### src/wdcp_defs.svh
`ifndef WDCP_DEFS_SVH
`define WDCP_DEFS_SVH

// Register byte offsets
`define WDCP_ADDR_CTRL 12'h000
`define WDCP_ADDR_CMD 12'h004
`define WDCP_ADDR_STAT 12'h008
`define WDCP_ADDR_IRQ 12'h00C
`define WDCP_ADDR_MASK 12'h010
`define WDCP_ADDR_CYL 12'h014
`define WDCP_ADDR_MARKS 12'h018

// Control register fields
`define WDCP_CTRL_DRV 0
`define WDCP_CTRL_HEAD_LO 4
`define WDCP_CTRL_HEAD_HI 6
`define WDCP_CTRL_RWC 8
`define WDCP_CTRL_WREQ 9
`define WDCP_CTRL_STEPDIV_LO 16
`define WDCP_CTRL_STEPDIV_HI 31

// Command register fields
`define WDCP_CMD_COUNT_LO 0
`define WDCP_CMD_COUNT_HI 15
`define WDCP_CMD_OUT 16
`define WDCP_CMD_SEEK 17
`define WDCP_CMD_RECAL 18
`define WDCP_CMD_RETRY 19
`define WDCP_CMD_MARKS_LO 20
`define WDCP_CMD_MARKS_HI 27

// Interrupt status and mask bits
`define WDCP_EV_SEEKDONE 0
`define WDCP_EV_TRK0 1
`define WDCP_EV_FAULT 2
`define WDCP_EV_MARK 3
`define WDCP_EV_TIMEOUT 4
`define WDCP_EV_WIDTH 5

// Reset values
`define WDCP_CTRL_RESET 32'h0001_0000
`define WDCP_ZERO32 32'h0000_0000

// Step pulse timing
`define WDCP_STEP_PULSE_NS 10000
`define WDCP_CLK_NS 50
`define WDCP_RECAL_LIMIT 16'h0400

// AXI responses
`define WDCP_RESP_OKAY 2'b00
`define WDCP_RESP_SLVERR 2'b10

`endif

### src/wdcp_pkg.sv
package wdcp_pkg;

  typedef enum logic [1:0] {
    WDCP_IDLE,
    WDCP_SETUP,
    WDCP_PULSE,
    WDCP_GAP
  } wdcp_step_state_t;

  typedef struct packed {
    logic ready;
    logic seek_complete;
    logic track_zero;
    logic write_fault;
    logic rotation_mark;
  } wdcp_drive_in_t;

  typedef struct packed {
    logic [1:0] drive_select;
    logic [2:0] head_select;
    logic step;
    logic step_direction;
    logic write_gate;
    logic reduce_write_current;
  } wdcp_drive_out_t;

endpackage

### src/wdcp_stepper.sv
`timescale 1ns/1ps
`default_nettype none
`include "wdcp_defs.svh"

module wdcp_stepper (
  // Clock and reset
  input wire logic clk_in,
  input wire logic rst_n_in,
  // Request
  input wire logic start_in,
  input wire logic [15:0] count_in,
  input wire logic outward_in,
  input wire logic recal_in,
  input wire logic [15:0] gap_div_in,
  input wire logic track_zero_in,
  // Drive side
  output logic step_out,
  output logic direction_out,
  output logic busy_out,
  output logic done_out
);
  import wdcp_pkg::*;

  localparam int PULSE_CYC_I = (`WDCP_STEP_PULSE_NS + `WDCP_CLK_NS - 1) / `WDCP_CLK_NS;
  localparam logic [15:0] PULSE_CYC = PULSE_CYC_I[15:0];

  wdcp_step_state_t state;
  logic [15:0] remaining;
  logic [15:0] timer;
  logic recal;

  // ----------------------------------------------------------------
  // Step sequencer
  // ----------------------------------------------------------------
  always_ff @(posedge clk_in or negedge rst_n_in) begin
    if (!rst_n_in) begin
      state <= WDCP_IDLE;
      remaining <= 16'h0000;
      timer <= 16'h0000;
      recal <= 1'b0;
      step_out <= 1'b0;
      direction_out <= 1'b0;
      busy_out <= 1'b0;
      done_out <= 1'b0;
    end else begin
      done_out <= 1'b0;
      case (state)
        WDCP_IDLE: begin
          if (start_in) begin
            // Direction settles a cycle ahead of the pulse
            direction_out <= recal_in ? 1'b1 : outward_in;
            remaining <= recal_in ? `WDCP_RECAL_LIMIT : count_in;
            recal <= recal_in;
            busy_out <= 1'b1;
            state <= WDCP_SETUP;
          end
        end
        WDCP_SETUP: begin
          if (remaining == 16'h0000 || (recal && track_zero_in)) begin
            busy_out <= 1'b0;
            done_out <= 1'b1;
            state <= WDCP_IDLE;
          end else begin
            step_out <= 1'b1;
            timer <= PULSE_CYC;
            remaining <= remaining - 16'h0001;
            state <= WDCP_PULSE;
          end
        end
        WDCP_PULSE: begin
          if (timer <= 16'h0001) begin
            step_out <= 1'b0;
            timer <= gap_div_in;
            state <= WDCP_GAP;
          end else begin
            timer <= timer - 16'h0001;
          end
        end
        WDCP_GAP: begin
          if (timer <= 16'h0001) begin
            state <= WDCP_SETUP;
          end else begin
            timer <= timer - 16'h0001;
          end
        end
        default: state <= WDCP_IDLE;
      endcase
    end
  end

endmodule

`default_nettype wire

### src/wdcp_mark_timer.sv
`timescale 1ns/1ps
`default_nettype none
`include "wdcp_defs.svh"

module wdcp_mark_timer (
  // Clock and reset
  input wire logic clk_in,
  input wire logic rst_n_in,
  // Control
  input wire logic start_in,
  input wire logic stop_in,
  input wire logic [7:0] limit_in,
  input wire logic rotation_mark_in,
  // Results
  output logic mark_out,
  output logic expired_out,
  output logic active_out,
  output logic [15:0] total_out
);
  import wdcp_pkg::*;

  logic mark_q;
  logic [7:0] seen;

  // ----------------------------------------------------------------
  // Rotation mark edge and retry window
  // ----------------------------------------------------------------
  always_ff @(posedge clk_in or negedge rst_n_in) begin
    if (!rst_n_in) begin
      mark_q <= 1'b0;
      mark_out <= 1'b0;
      expired_out <= 1'b0;
      active_out <= 1'b0;
      seen <= 8'h00;
      total_out <= 16'h0000;
    end else begin
      mark_q <= rotation_mark_in;
      mark_out <= rotation_mark_in && !mark_q;
      expired_out <= 1'b0;
      if (rotation_mark_in && !mark_q) begin
        total_out <= total_out + 16'h0001;
      end
      if (start_in) begin
        active_out <= 1'b1;
        seen <= 8'h00;
      end else if (stop_in) begin
        active_out <= 1'b0;
      end else if (active_out && rotation_mark_in && !mark_q) begin
        if (seen + 8'h01 >= limit_in) begin
          active_out <= 1'b0;
          expired_out <= 1'b1;
        end
        seen <= seen + 8'h01;
      end
    end
  end

endmodule

`default_nettype wire

### src/wdcp_top.sv
// Summary of operation
// - Reduce write current only asserted together with write gate.
// - Head select lines carry binary number of active head.
// - Write gate only enables writing; held low and glitch free from reset.
// - Rotation mark serves as track reference point when formatting.
// - Rotation marks are counted to time out retries.
// - One step pulse per single cylinder move.
// - Step direction one moves out, zero moves in.
// - Two drive select bits choose first or second drive.
// - Serial data uses a dedicated cable pair per drive.
`timescale 1ns/1ps
`default_nettype none
`include "wdcp_defs.svh"

module wdcp_top (
  // Clock and reset
  input wire logic clk_in,
  input wire logic nrst_in,
  // AXI4-Lite write channels
  input wire logic [11:0] s_axi_awaddr,
  input wire logic s_axi_awvalid,
  output logic s_axi_awready,
  input wire logic [31:0] s_axi_wdata,
  input wire logic [3:0] s_axi_wstrb,
  input wire logic s_axi_wvalid,
  output logic s_axi_wready,
  output logic [1:0] s_axi_bresp,
  output logic s_axi_bvalid,
  input wire logic s_axi_bready,
  // AXI4-Lite read channels
  input wire logic [11:0] s_axi_araddr,
  input wire logic s_axi_arvalid,
  output logic s_axi_arready,
  output logic [31:0] s_axi_rdata,
  output logic [1:0] s_axi_rresp,
  output logic s_axi_rvalid,
  input wire logic s_axi_rready,
  // Drive control bus
  input wire wdcp_pkg::wdcp_drive_in_t drive_in,
  output wdcp_pkg::wdcp_drive_out_t drive_out,
  // Serial data, one pair per drive
  input wire logic mfm_write_data_in,
  output logic [1:0] mfm_write_data_out,
  input wire logic [1:0] mfm_read_data_in,
  output logic mfm_read_data_out,
  // Interrupt
  output logic irq_out
);
  import wdcp_pkg::*;

  // ----------------------------------------------------------------
  // Reset release
  // ----------------------------------------------------------------
  logic rst_s1;
  logic rst_n;
  always_ff @(posedge clk_in or negedge nrst_in) begin
    if (!nrst_in) begin
      rst_s1 <= 1'b0;
      rst_n <= 1'b0;
    end else begin
      rst_s1 <= 1'b1;
      rst_n <= rst_s1;
    end
  end

  // ----------------------------------------------------------------
  // Registers and bus state
  // ----------------------------------------------------------------
  logic [31:0] ctrl;
  logic [31:0] cmd;
  logic [`WDCP_EV_WIDTH-1:0] irq_stat;
  logic [`WDCP_EV_WIDTH-1:0] irq_mask;
  logic [15:0] cylinder;
  logic [11:0] aw_addr;
  logic aw_held;
  logic [31:0] w_data;
  logic [3:0] w_strb;
  logic w_held;
  logic wr_fire;
  logic step_start;
  logic step_busy;
  logic timer_stop;
  logic step_pulse;
  logic step_dir;
  logic step_dir_raw;
  logic timer_start;
  logic mark_ev;
  logic timeout_ev;
  logic timer_active;
  logic [15:0] mark_total;
  logic seek_q;
  logic trk0_q;
  logic fault_q;
  logic [`WDCP_EV_WIDTH-1:0] events;
  logic write_ok;

  function automatic logic [31:0] merge(input logic [31:0] old, input logic [31:0] nw,
                                        input logic [3:0] strb);
    logic [31:0] r;
    r = old;
    for (int i = 0; i < 4; i++) begin
      if (strb[i]) begin
        r[i*8 +: 8] = nw[i*8 +: 8];
      end
    end
    return r;
  endfunction

  assign wr_fire = aw_held && w_held && !s_axi_bvalid;
  assign write_ok = drive_in.ready && drive_in.seek_complete && !drive_in.write_fault;

  // ----------------------------------------------------------------
  // AXI write path
  // ----------------------------------------------------------------
  always_ff @(posedge clk_in or negedge rst_n) begin
    if (!rst_n) begin
      s_axi_awready <= 1'b1;
      s_axi_wready <= 1'b1;
      s_axi_bvalid <= 1'b0;
      s_axi_bresp <= `WDCP_RESP_OKAY;
      aw_held <= 1'b0;
      w_held <= 1'b0;
      aw_addr <= 12'h000;
      w_data <= `WDCP_ZERO32;
      w_strb <= 4'h0;
    end else begin
      if (s_axi_awvalid && s_axi_awready) begin
        aw_addr <= s_axi_awaddr;
        aw_held <= 1'b1;
        s_axi_awready <= 1'b0;
      end
      if (s_axi_wvalid && s_axi_wready) begin
        w_data <= s_axi_wdata;
        w_strb <= s_axi_wstrb;
        w_held <= 1'b1;
        s_axi_wready <= 1'b0;
      end
      if (wr_fire) begin
        s_axi_bvalid <= 1'b1;
        if (aw_addr == `WDCP_ADDR_CTRL || aw_addr == `WDCP_ADDR_CMD ||
            aw_addr == `WDCP_ADDR_IRQ || aw_addr == `WDCP_ADDR_MASK) begin
          s_axi_bresp <= `WDCP_RESP_OKAY;
        end else if (aw_addr == `WDCP_ADDR_STAT || aw_addr == `WDCP_ADDR_CYL ||
                     aw_addr == `WDCP_ADDR_MARKS) begin
          s_axi_bresp <= `WDCP_RESP_OKAY;
        end else begin
          s_axi_bresp <= `WDCP_RESP_SLVERR;
        end
      end
      if (s_axi_bvalid && s_axi_bready) begin
        s_axi_bvalid <= 1'b0;
        aw_held <= 1'b0;
        w_held <= 1'b0;
        s_axi_awready <= 1'b1;
        s_axi_wready <= 1'b1;
      end
    end
  end

  // ----------------------------------------------------------------
  // Control, command and mask registers
  // ----------------------------------------------------------------
  always_ff @(posedge clk_in or negedge rst_n) begin
    if (!rst_n) begin
      ctrl <= `WDCP_CTRL_RESET;
      cmd <= `WDCP_ZERO32;
      irq_mask <= '0;
      step_start <= 1'b0;
      timer_start <= 1'b0;
      timer_stop <= 1'b0;
    end else begin
      step_start <= 1'b0;
      timer_start <= 1'b0;
      timer_stop <= 1'b0;
      if (wr_fire) begin
        if (aw_addr == `WDCP_ADDR_CTRL) begin
          ctrl <= merge(ctrl, w_data, w_strb);
        end else if (aw_addr == `WDCP_ADDR_CMD) begin
          cmd <= merge(cmd, w_data, w_strb);
          step_start <= !step_busy && (w_data[`WDCP_CMD_SEEK] || w_data[`WDCP_CMD_RECAL]);
          timer_start <= w_data[`WDCP_CMD_RETRY];
          // Retry bit clear with a zero limit cancels the window
          timer_stop <= !w_data[`WDCP_CMD_RETRY] && w_data[`WDCP_CMD_MARKS_HI:`WDCP_CMD_MARKS_LO] == 8'h00;
        end else if (aw_addr == `WDCP_ADDR_MASK) begin
          irq_mask <= w_data[`WDCP_EV_WIDTH-1:0];
        end
      end
    end
  end

  // ----------------------------------------------------------------
  // Head position tracking
  // ----------------------------------------------------------------
  always_ff @(posedge clk_in or negedge rst_n) begin
    if (!rst_n) begin
      step_dir <= 1'b0;
      cylinder <= 16'h0000;
    end else begin
      step_dir <= step_pulse;
      if (step_pulse && !step_dir) begin
        if (drive_out.step_direction) begin
          cylinder <= (cylinder == 16'h0000) ? 16'h0000 : cylinder - 16'h0001;
        end else begin
          cylinder <= cylinder + 16'h0001;
        end
      end
      if (drive_in.track_zero) begin
        cylinder <= 16'h0000;
      end
    end
  end

  // ----------------------------------------------------------------
  // Events and interrupt
  // ----------------------------------------------------------------
  always_comb begin
    events = '0;
    events[`WDCP_EV_SEEKDONE] = drive_in.seek_complete && !seek_q;
    events[`WDCP_EV_TRK0] = drive_in.track_zero && !trk0_q;
    events[`WDCP_EV_FAULT] = drive_in.write_fault && !fault_q;
    events[`WDCP_EV_MARK] = mark_ev;
    events[`WDCP_EV_TIMEOUT] = timeout_ev;
  end

  always_ff @(posedge clk_in or negedge rst_n) begin
    if (!rst_n) begin
      seek_q <= 1'b0;
      trk0_q <= 1'b0;
      fault_q <= 1'b0;
      irq_stat <= '0;
      irq_out <= 1'b0;
    end else begin
      seek_q <= drive_in.seek_complete;
      trk0_q <= drive_in.track_zero;
      fault_q <= drive_in.write_fault;
      // Set beats a same-cycle clear
      if (wr_fire && aw_addr == `WDCP_ADDR_IRQ) begin
        irq_stat <= (irq_stat & ~w_data[`WDCP_EV_WIDTH-1:0]) | events;
      end else begin
        irq_stat <= irq_stat | events;
      end
      irq_out <= |(irq_stat & irq_mask);
    end
  end

  // ----------------------------------------------------------------
  // Drive outputs
  // ----------------------------------------------------------------
  always_ff @(posedge clk_in or negedge rst_n) begin
    if (!rst_n) begin
      drive_out <= '0;
    end else begin
      drive_out.drive_select <= ctrl[`WDCP_CTRL_DRV] ? 2'b10 : 2'b01;
      drive_out.head_select <= ctrl[`WDCP_CTRL_HEAD_HI:`WDCP_CTRL_HEAD_LO];
      drive_out.step <= step_pulse;
      drive_out.step_direction <= step_dir_raw;
      drive_out.write_gate <= ctrl[`WDCP_CTRL_WREQ] && write_ok && !step_busy;
      drive_out.reduce_write_current <= ctrl[`WDCP_CTRL_RWC] && ctrl[`WDCP_CTRL_WREQ] &&
                                        write_ok && !step_busy;
    end
  end

  // ----------------------------------------------------------------
  // Serial data routed to the selected drive only
  // ----------------------------------------------------------------
  always_ff @(posedge clk_in or negedge rst_n) begin
    if (!rst_n) begin
      mfm_write_data_out <= 2'b00;
      mfm_read_data_out <= 1'b0;
    end else begin
      mfm_write_data_out[0] <= !ctrl[`WDCP_CTRL_DRV] && drive_out.write_gate && mfm_write_data_in;
      mfm_write_data_out[1] <= ctrl[`WDCP_CTRL_DRV] && drive_out.write_gate && mfm_write_data_in;
      mfm_read_data_out <= mfm_read_data_in[ctrl[`WDCP_CTRL_DRV]];
    end
  end

  // ----------------------------------------------------------------
  // AXI read path
  // ----------------------------------------------------------------
  always_ff @(posedge clk_in or negedge rst_n) begin
    if (!rst_n) begin
      s_axi_arready <= 1'b1;
      s_axi_rvalid <= 1'b0;
      s_axi_rdata <= `WDCP_ZERO32;
      s_axi_rresp <= `WDCP_RESP_OKAY;
    end else begin
      if (s_axi_arvalid && s_axi_arready) begin
        s_axi_arready <= 1'b0;
        s_axi_rvalid <= 1'b1;
        s_axi_rresp <= `WDCP_RESP_OKAY;
        s_axi_rdata <= `WDCP_ZERO32;
        if (s_axi_araddr == `WDCP_ADDR_CTRL) begin
          s_axi_rdata <= ctrl;
        end else if (s_axi_araddr == `WDCP_ADDR_CMD) begin
          s_axi_rdata <= cmd;
        end else if (s_axi_araddr == `WDCP_ADDR_STAT) begin
          s_axi_rdata <= {24'h00_0000, timer_active, step_busy, drive_out.write_gate,
                          drive_in.rotation_mark, drive_in.write_fault, drive_in.track_zero,
                          drive_in.seek_complete, drive_in.ready};
        end else if (s_axi_araddr == `WDCP_ADDR_IRQ) begin
          s_axi_rdata[`WDCP_EV_WIDTH-1:0] <= irq_stat;
        end else if (s_axi_araddr == `WDCP_ADDR_MASK) begin
          s_axi_rdata[`WDCP_EV_WIDTH-1:0] <= irq_mask;
        end else if (s_axi_araddr == `WDCP_ADDR_CYL) begin
          s_axi_rdata[15:0] <= cylinder;
        end else if (s_axi_araddr == `WDCP_ADDR_MARKS) begin
          s_axi_rdata[15:0] <= mark_total;
        end else begin
          s_axi_rresp <= `WDCP_RESP_SLVERR;
        end
      end
      if (s_axi_rvalid && s_axi_rready) begin
        s_axi_rvalid <= 1'b0;
        s_axi_arready <= 1'b1;
      end
    end
  end

  // ----------------------------------------------------------------
  // Submodules
  // ----------------------------------------------------------------

  wdcp_stepper u_stepper (
    .clk_in(clk_in),
    .rst_n_in(rst_n),
    .start_in(step_start),
    .count_in(w_data[`WDCP_CMD_COUNT_HI:`WDCP_CMD_COUNT_LO]),
    .outward_in(w_data[`WDCP_CMD_OUT]),
    .recal_in(w_data[`WDCP_CMD_RECAL]),
    .gap_div_in(ctrl[`WDCP_CTRL_STEPDIV_HI:`WDCP_CTRL_STEPDIV_LO]),
    .track_zero_in(drive_in.track_zero),
    .step_out(step_pulse),
    .direction_out(step_dir_raw),
    .busy_out(step_busy),
    .done_out()
  );

  wdcp_mark_timer u_marks (
    .clk_in(clk_in),
    .rst_n_in(rst_n),
    .start_in(timer_start),
    .stop_in(timer_stop),
    .limit_in(cmd[`WDCP_CMD_MARKS_HI:`WDCP_CMD_MARKS_LO]),
    .rotation_mark_in(drive_in.rotation_mark),
    .mark_out(mark_ev),
    .expired_out(timeout_ev),
    .active_out(timer_active),
    .total_out(mark_total)
  );

endmodule

`default_nettype wire

### config.mk
export PLATFORM = sky130hd
export DESIGN_NAME = wdcp_top
export DESIGN_NICKNAME = d
export VERILOG_FILES = /design/src/wdcp_pkg.sv /design/src/wdcp_stepper.sv /design/src/wdcp_mark_timer.sv /design/src/wdcp_top.sv
export VERILOG_INCLUDE_DIRS = /design/src
export SDC_FILE = /design/constraint.sdc
export NUM_CORES = 1
export LEC_CHECK = 0
export BUFFER_PORTS_ARGS = -buffer_cell sky130_fd_sc_hd__buf_2
export CAP_MARGIN = 15
export CELL_PAD_IN_SITES_DETAIL_PLACEMENT = 2
export CELL_PAD_IN_SITES_GLOBAL_PLACEMENT = 2
export CORE_UTILIZATION = 42
export CTS_CLUSTER_DIAMETER = 40
export DETAILED_ROUTE_END_ITERATION = 7
export HOLD_SLACK_MARGIN = 0.02
export PLACE_DENSITY = 0.82
export SLEW_MARGIN = 20
export SYNTH_ARGS = -nofsm -noshare
export SYNTH_HDL_FRONTEND = slang
export SYNTH_SLANG_ARGS = --single-unit
### constraint.sdc
create_clock -name clk_in -period 12.1 [get_ports clk_in]
set_input_delay 3.63 -clock clk_in [delete_from_list [all_inputs] [get_ports clk_in]]
set_output_delay 3.63 -clock clk_in [all_outputs]
set_load 0.1 [all_outputs]
# Yosys cells after proc, flatten, opt, wreduce, memory -nomap -nowiden
# Index checks and enable logic that the tools add are counted.
[totals]
output_inout_bits = 54
ff_bits = 268
inputBits = 75
[op_classes]
n_addsub = 6
mux = 80
magnitude_cmp = 3
eq_ne = 22
reduce_logical = 81
n_bitwise = 7
[ops]
columns = ["op", "count"]
rows = [
  ["2-to-1 mux 16 bit", 13],
  ["== test 12 x 5 -> 1 bit (second input constant)", 6],
  ["2-to-1 mux 32 bit", 2],
  ["== test 12 x 4 -> 1 bit (second input constant)", 4],
  ["case mux 16 bit (3 select lines)", 1],
  ["subtractor 16 x 1 -> 16 bit (second input constant)", 3],
  ["2-to-1 mux 1 bit", 38],
  ["adder 16 x 1 -> 16 bit (second input constant)", 2],
  ["zero test 16 bit", 2],
  ["case mux 16 bit (2 select lines)", 1],
  ["logical AND 1 bit", 29],
  ["2-to-1 mux 2 bit", 14],
  ["AND reduction 3 bit", 9],
  ["== test 12 x 3 -> 1 bit (second input constant)", 2],
  ["zero test 12 bit", 2],
  ["2-to-1 mux 8 bit", 3],
  ["2-to-1 mux 11 bit", 2],
  ["AND reduction 4 bit", 5],
  ["less-or-equal comparator 16 x 1 -> 1 bit (second input constant)", 1],
  ["nonzero test 2 bit", 8],
  ["2-to-1 mux 5 bit", 3],
  ["AND 5 bit", 2],
  ["zero test 1 bit", 10],
  ["OR 5 bit", 2],
  ["17 further kinds", 35],
]

# Depth between registers and ports, before layout
[logic_depth]
word_depth = 8
depth_mapped = 9
mapped_depth_nobuf = 8

# Hierarchy
# Synthesis repeated with hierarchy kept, for this count alone.
[hier_totals]
cells_unflattened = 1220
hier_area_um2 = 12990.0
[modules_own_cells]
columns = ["module", "area_each_um2", "n_inst", "cells_per_inst"]
rows = [
  ["wdcp_top", 8907.3, 1, 765],
  ["wdcp_stepper", 2562.5, 1, 312],
  ["wdcp_mark_timer", 1520.2, 1, 143],
]

# Worst setup path before layout
# No wires, ideal clock.
[synth_timing]
path_kind = "input port to flip-flop"
start = "in s_axi_araddr[5]"
end = "reg s_axi_rdata[10]"
setup_slack_ns = 6.593
path_stages = 8
arrival_time_ns = 5.429
required_time_ns = 12.022
cell_sequence = "or4_4 -> buf_2 -> or3_1 -> buf_2 -> nor3_4 -> a22o_1 -> a221oi_1 -> o21ai_1"
[synth_between]
elab_chain_len = 8
[synth_lines]
columns = ["element", "line_no", "rtl"]
rows = [
  ["start: declaration", "wdcp_top.sv:31", "input wire logic [11:0] s_axi_araddr,"],
  ["== test 12 x 5 -> 1 bit (no line)", "--", ""],
  ["2-to-1 mux 16 bit", "wdcp_top.sv:306", "end else if (s_axi_araddr == `WDCP_ADDR_MARKS) begin"],
  ["2-to-1 mux 16 bit", "wdcp_top.sv:304", "end else if (s_axi_araddr == `WDCP_ADDR_CYL) begin"],
  ["2-to-1 mux 11 bit", "wdcp_top.sv:302", "end else if (s_axi_araddr == `WDCP_ADDR_MASK) begin"],
  ["2-to-1 mux 11 bit", "wdcp_top.sv:300", "end else if (s_axi_araddr == `WDCP_ADDR_IRQ) begin"],
  ["2-to-1 mux 16 bit", "wdcp_top.sv:296", "end else if (s_axi_araddr == `WDCP_ADDR_STAT) begin"],
  ["2-to-1 mux 32 bit", "wdcp_top.sv:294", "end else if (s_axi_araddr == `WDCP_ADDR_CMD) begin"],
  ["2-to-1 mux 32 bit (*)", "wdcp_top.sv:292", "if (s_axi_araddr == `WDCP_ADDR_CTRL) begin"],
  ["end signal: assignment", "wdcp_top.sv:293", "s_axi_rdata <= ctrl;"],
  ["end signal: assignment", "wdcp_top.sv:295", "s_axi_rdata <= cmd;"],
  ["end signal: assignment", "wdcp_top.sv:297", "s_axi_rdata <= {24'h00_0000, timer_active, step_busy, drive_out.write_gate,"],
  ["end: declaration", "wdcp_top.sv:34", "output logic [31:0] s_axi_rdata,"],
]
# Every way passes the cells marked *; elsewhere a longest branch is shown, timed or not.
# A chain may end at the register's enable or synchronous reset.

# Worst setup path after layout
[layout_timing]
start = "in s_axi_araddr[5]"
end = "reg s_axi_rdata[0]"
[layout_between]
elab_chain_len = 8
[layout_lines]
columns = ["element", "line_no"]
rows = [
  ["== test 12 x 5 -> 1 bit (no line)", "--"],
  ["2-to-1 mux 16 bit", "wdcp_top.sv:306"],
  ["2-to-1 mux 16 bit", "wdcp_top.sv:304"],
  ["2-to-1 mux 5 bit", "wdcp_top.sv:302"],
  ["2-to-1 mux 5 bit", "wdcp_top.sv:300"],
  ["2-to-1 mux 16 bit", "wdcp_top.sv:296"],
  ["2-to-1 mux 32 bit", "wdcp_top.sv:294"],
  ["2-to-1 mux 32 bit (*)", "wdcp_top.sv:292"],
]
# Marked as above.

==> metrics <==
layout cells sized above 1=26.5%; Req. time, crit path=12.50 ns; Hold Worst Slack=0.347 ns; WHS Path Cells=0; post-synth cell types=68; ys async rst share=100%; post-CTS sizing=0; kind of critical path=in -> reg; core area=29,000 µm²; Crit Reg-Reg Endpoint=u_stepper.timer[9]; Worst path most repeated cell=o21ai_0; Hold Path Class=reg -> reg; post-route ant nets=0; CTS max path bufs=3; Reg clk slew, reported paths=0.06 ns; area grow syn2layout=20.0%; Max-slew headroom=21.2%; fin crit share=46.7%; Detailed Routing Iterations Pass 1=6; Slowest-stage cell, CP=or4_4; Hold Violations, Final=0; fin nets=1,390; Worst EP arrival=6.05 ns; skew final=0.0276 ns; status=finished, final reports clean; Max stage delay on crit path=0.61 ns; via count=10,503; input/output buffers=126; Clock Latency Late Sink=0.55 ns; CP Max Fanout=34; Total GRT Usage=30.4%; Sink Count=266; maximum vdd drop=153 µV; Initial Utilization=43.2%; RR Startpoint=u_stepper.remaining[10]; largest net degree at the start of global routing=81; Fmax achieved=177 MHz; Routability Congestion=0.832; Root Driver=clkbuf_16; CTS tree=yes; RSZ-0062 raised after global routing=no; H-tree levels=2; Worst setup SP type=input port; global-route wire length before repair=71,100 µm; DRC marker count from the first detailed-route iteration=750; final setup violation count=0; Die ar.=30,600 µm²; Maximum Capacitance Violations=0; flops & latches, synth=266; DP HPWL=28,400 µm; Final Routed Wirelength=46,000 µm; Syn Std Cell Area=12,500 µm²; hold_buf cts=0; Post-synth top flop=dfrtp_1; Die Y=175 µm; Worst Hold Launch=rst_s1; Worst Hold Path EP=rst_n; P per Cell Area=191 nW/µm²; Post-synth EDFFs=0; total gr overflow=0; DR DRC count=0; Slew @ Worst Pin=1.17 ns; Syn Inst Count=1,160; crit end category=flop; site row count=62; critical-path cell list=buf_2, or4_4, nor3_2, and3_1, buf_4, a221oi_1, o21ai_0, o21ai_0; vias in the first global route=11,673; post-CTS setup buffer count=0; Mean Syn Cell Area=10.8 µm²; TritonCTS Buffers=44; Tmin final=5.65 ns; leakage=0.00694 µW; chip width=175 µm; yosys warns=0; IO Pins=129; initial antenna violation count=2; Seq/Total Area, Yosys=53.1%; Vias/cell=6.13; fin. max-slew vios=0; Reg2Reg Setup Slack=8.60 ns; DR WL/cell=26.8 µm; Setup TNS=0 ns; FF-to-FF path depth=5
## logic make-up after synthesis
group	after synthesis	synth area share [%]
adders and majority gates	21	2.10
AOI/OAI and AO/OA	277	14.3
muxes	122	10.9
other	2	0.0599
and+or+nand+nor	336	13.6
DFF	266	53.1
xor gates and xnor gates	41	2.86
buffers and inverters	95	3.10
## synth_stat cells, types with 4 or more instances
cell / number / share of area, %
a2111oi_0: 9 / 0.63
a21o_1: 7 / 0.42
a21oi_1: 45 / 1.8
a221oi_1: 16 / 1.1
a222oi_1: 6 / 0.48
a22o_1: 8 / 0.56
a22oi_1: 28 / 1.7
a31oi_1: 22 / 1.1
and2_1: 5 / 0.25
and3_1: 15 / 0.75
buf_2: 11 / 0.44
clkbuf_1: 33 / 0.99
dfrtp_1: 262 / 52
dfstp_2: 4 / 0.84
ha_1: 21 / 2.1
inv_1: 46 / 1.4
mux2_2: 120 / 11
nand2_1: 111 / 3.3
nand2b_1: 7 / 0.35
nand3_1: 25 / 1.0
nand4_1: 9 / 0.45
nor2_1: 62 / 1.9
nor2b_1: 7 / 0.35
nor3_1: 35 / 1.4
nor3b_1: 5 / 0.30
nor4_1: 15 / 0.75
o21ai_0: 84 / 3.4
o21ai_1: 11 / 0.44
o221ai_1: 6 / 0.42
o22ai_1: 5 / 0.25
o2bb2ai_1: 4 / 0.28
o31ai_1: 6 / 0.36
or3_1: 8 / 0.40
or4_1: 8 / 0.48
xnor2_1: 27 / 1.9
xor2_1: 14 / 0.98
## power by group
part	leakage (µW)	internal (µW)	switching (µW)
Sequential	0.00345	1010	169
Clock	0.000729	818	474
Combinational	0.00276	132	272
## worst max path at each step
stage | from | endpoint | slack (ns) | depth (start not counted)
5_1_grt | s_axi_araddr[5] | s_axi_rdata[6] | 6.41 | 8
3_3_place_gp | s_axi_araddr[9] | s_axi_rdata[1] | 6.28 | 7
3_5_place_dp | s_axi_araddr[5] | s_axi_rdata[0] | 6.18 | 8
4_1_cts | s_axi_araddr[5] | s_axi_rdata[0] | 6.52 | 8
2_1_floorplan | rst_n | aw_addr[0] | 4.15 | 0
6_report | s_axi_araddr[5] | s_axi_rdata[0] | 6.45 | 8
## layout make-up
type	instances	area, µm²
Fill cell	2935	14000
Sequential cell	266	6670
Multi-Input combinational cell	800	5500
Clock buffer	58	1250
Timing Repair Buffer	136	709
Tap cell	384	480
Clock inverter	20	255
Inverter	46	173
Antenna cell	3	7.51
## flip-flops by register name (all words and copies together) (netlist names), 2 cells and up
| signal | flops |
|---|---|
| drive_out | 9 |
| u_stepper.remaining | 16 |
| aw_addr | 12 |
| u_marks.seen | 8 |
| w_data | 32 |
| mfm_write_data_out | 2 |
| cylinder | 16 |
| cmd | 32 |
| s_axi_rdata | 32 |
| u_marks.total_out | 16 |
| u_stepper.state | 2 |
| ctrl | 32 |
| w_strb | 4 |
| u_stepper.timer | 16 |
| irq_mask | 5 |
| irq_stat | 5 |
## layer usage
metal / share of wire (%) / global-route usage (%) / vias up
li1: - / - / 4521
met1: 42 / 39.5 / 5457
met3: 5.9 / 5.44 / 124
met4: 3.9 / 12.4 / 2
met2: 48 / 50.0 / 399
met5: 0.041 / 0 / -
## stage by stage
stage | power, µW | instances | instance area, µm² | util [%] | setup slack, ns
finish | 2880 | 1713 | 15000 | 51.9 | 6.45
global route | 2950 | 1710 | 15000 | 51.8 | 6.41
CTS | 2890 | 1710 | 15000 | 51.8 | 6.52
detailed placement | 1580 | 1632 | 13500 | 46.6 | 6.18
global placement | 1550 | 1632 | 13500 | 46.6 | 6.28
floorplan | 1430 | 1161 | 12500 | - | 4.15
## layout by cell type, fill, tap and decap left out, types with 12 or more instances in the layout
| cell | Yosys | routed |
|---|---|---|
| o21ai_0 | 84 | 83 |
| a31oi_1 | 22 | 22 |
| o21ai_1 | 11 | 12 |
| xnor2_1 | 27 | 27 |
| dfrtp_1 | 262 | 261 |
| inv_1 | 46 | 46 |
| clkbuf_16 | 0 | 44 |
| xor2_1 | 14 | 14 |
| nor4_1 | 15 | 14 |
| mux2_2 | 120 | 120 |
| buf_2 | 11 | 126 |
| ha_1 | 21 | 21 |
| nand2_1 | 111 | 110 |
| a21oi_1 | 45 | 45 |
| nor2_1 | 62 | 62 |
| nand3_1 | 25 | 25 |
| a22oi_1 | 28 | 28 |
| a221oi_1 | 16 | 16 |
| nor3_1 | 35 | 35 |
| and3_1 | 15 | 15 |
## worst max-delay path: cells and delay by family
family | cells | cell delay [ns]
AOI/OAI and AO/OA | 3 | 0.56
and+or+nand+nor | 3 | 1.32
buffers and inverters | 2 | 0.52
(Power assumes the default switching activity.)
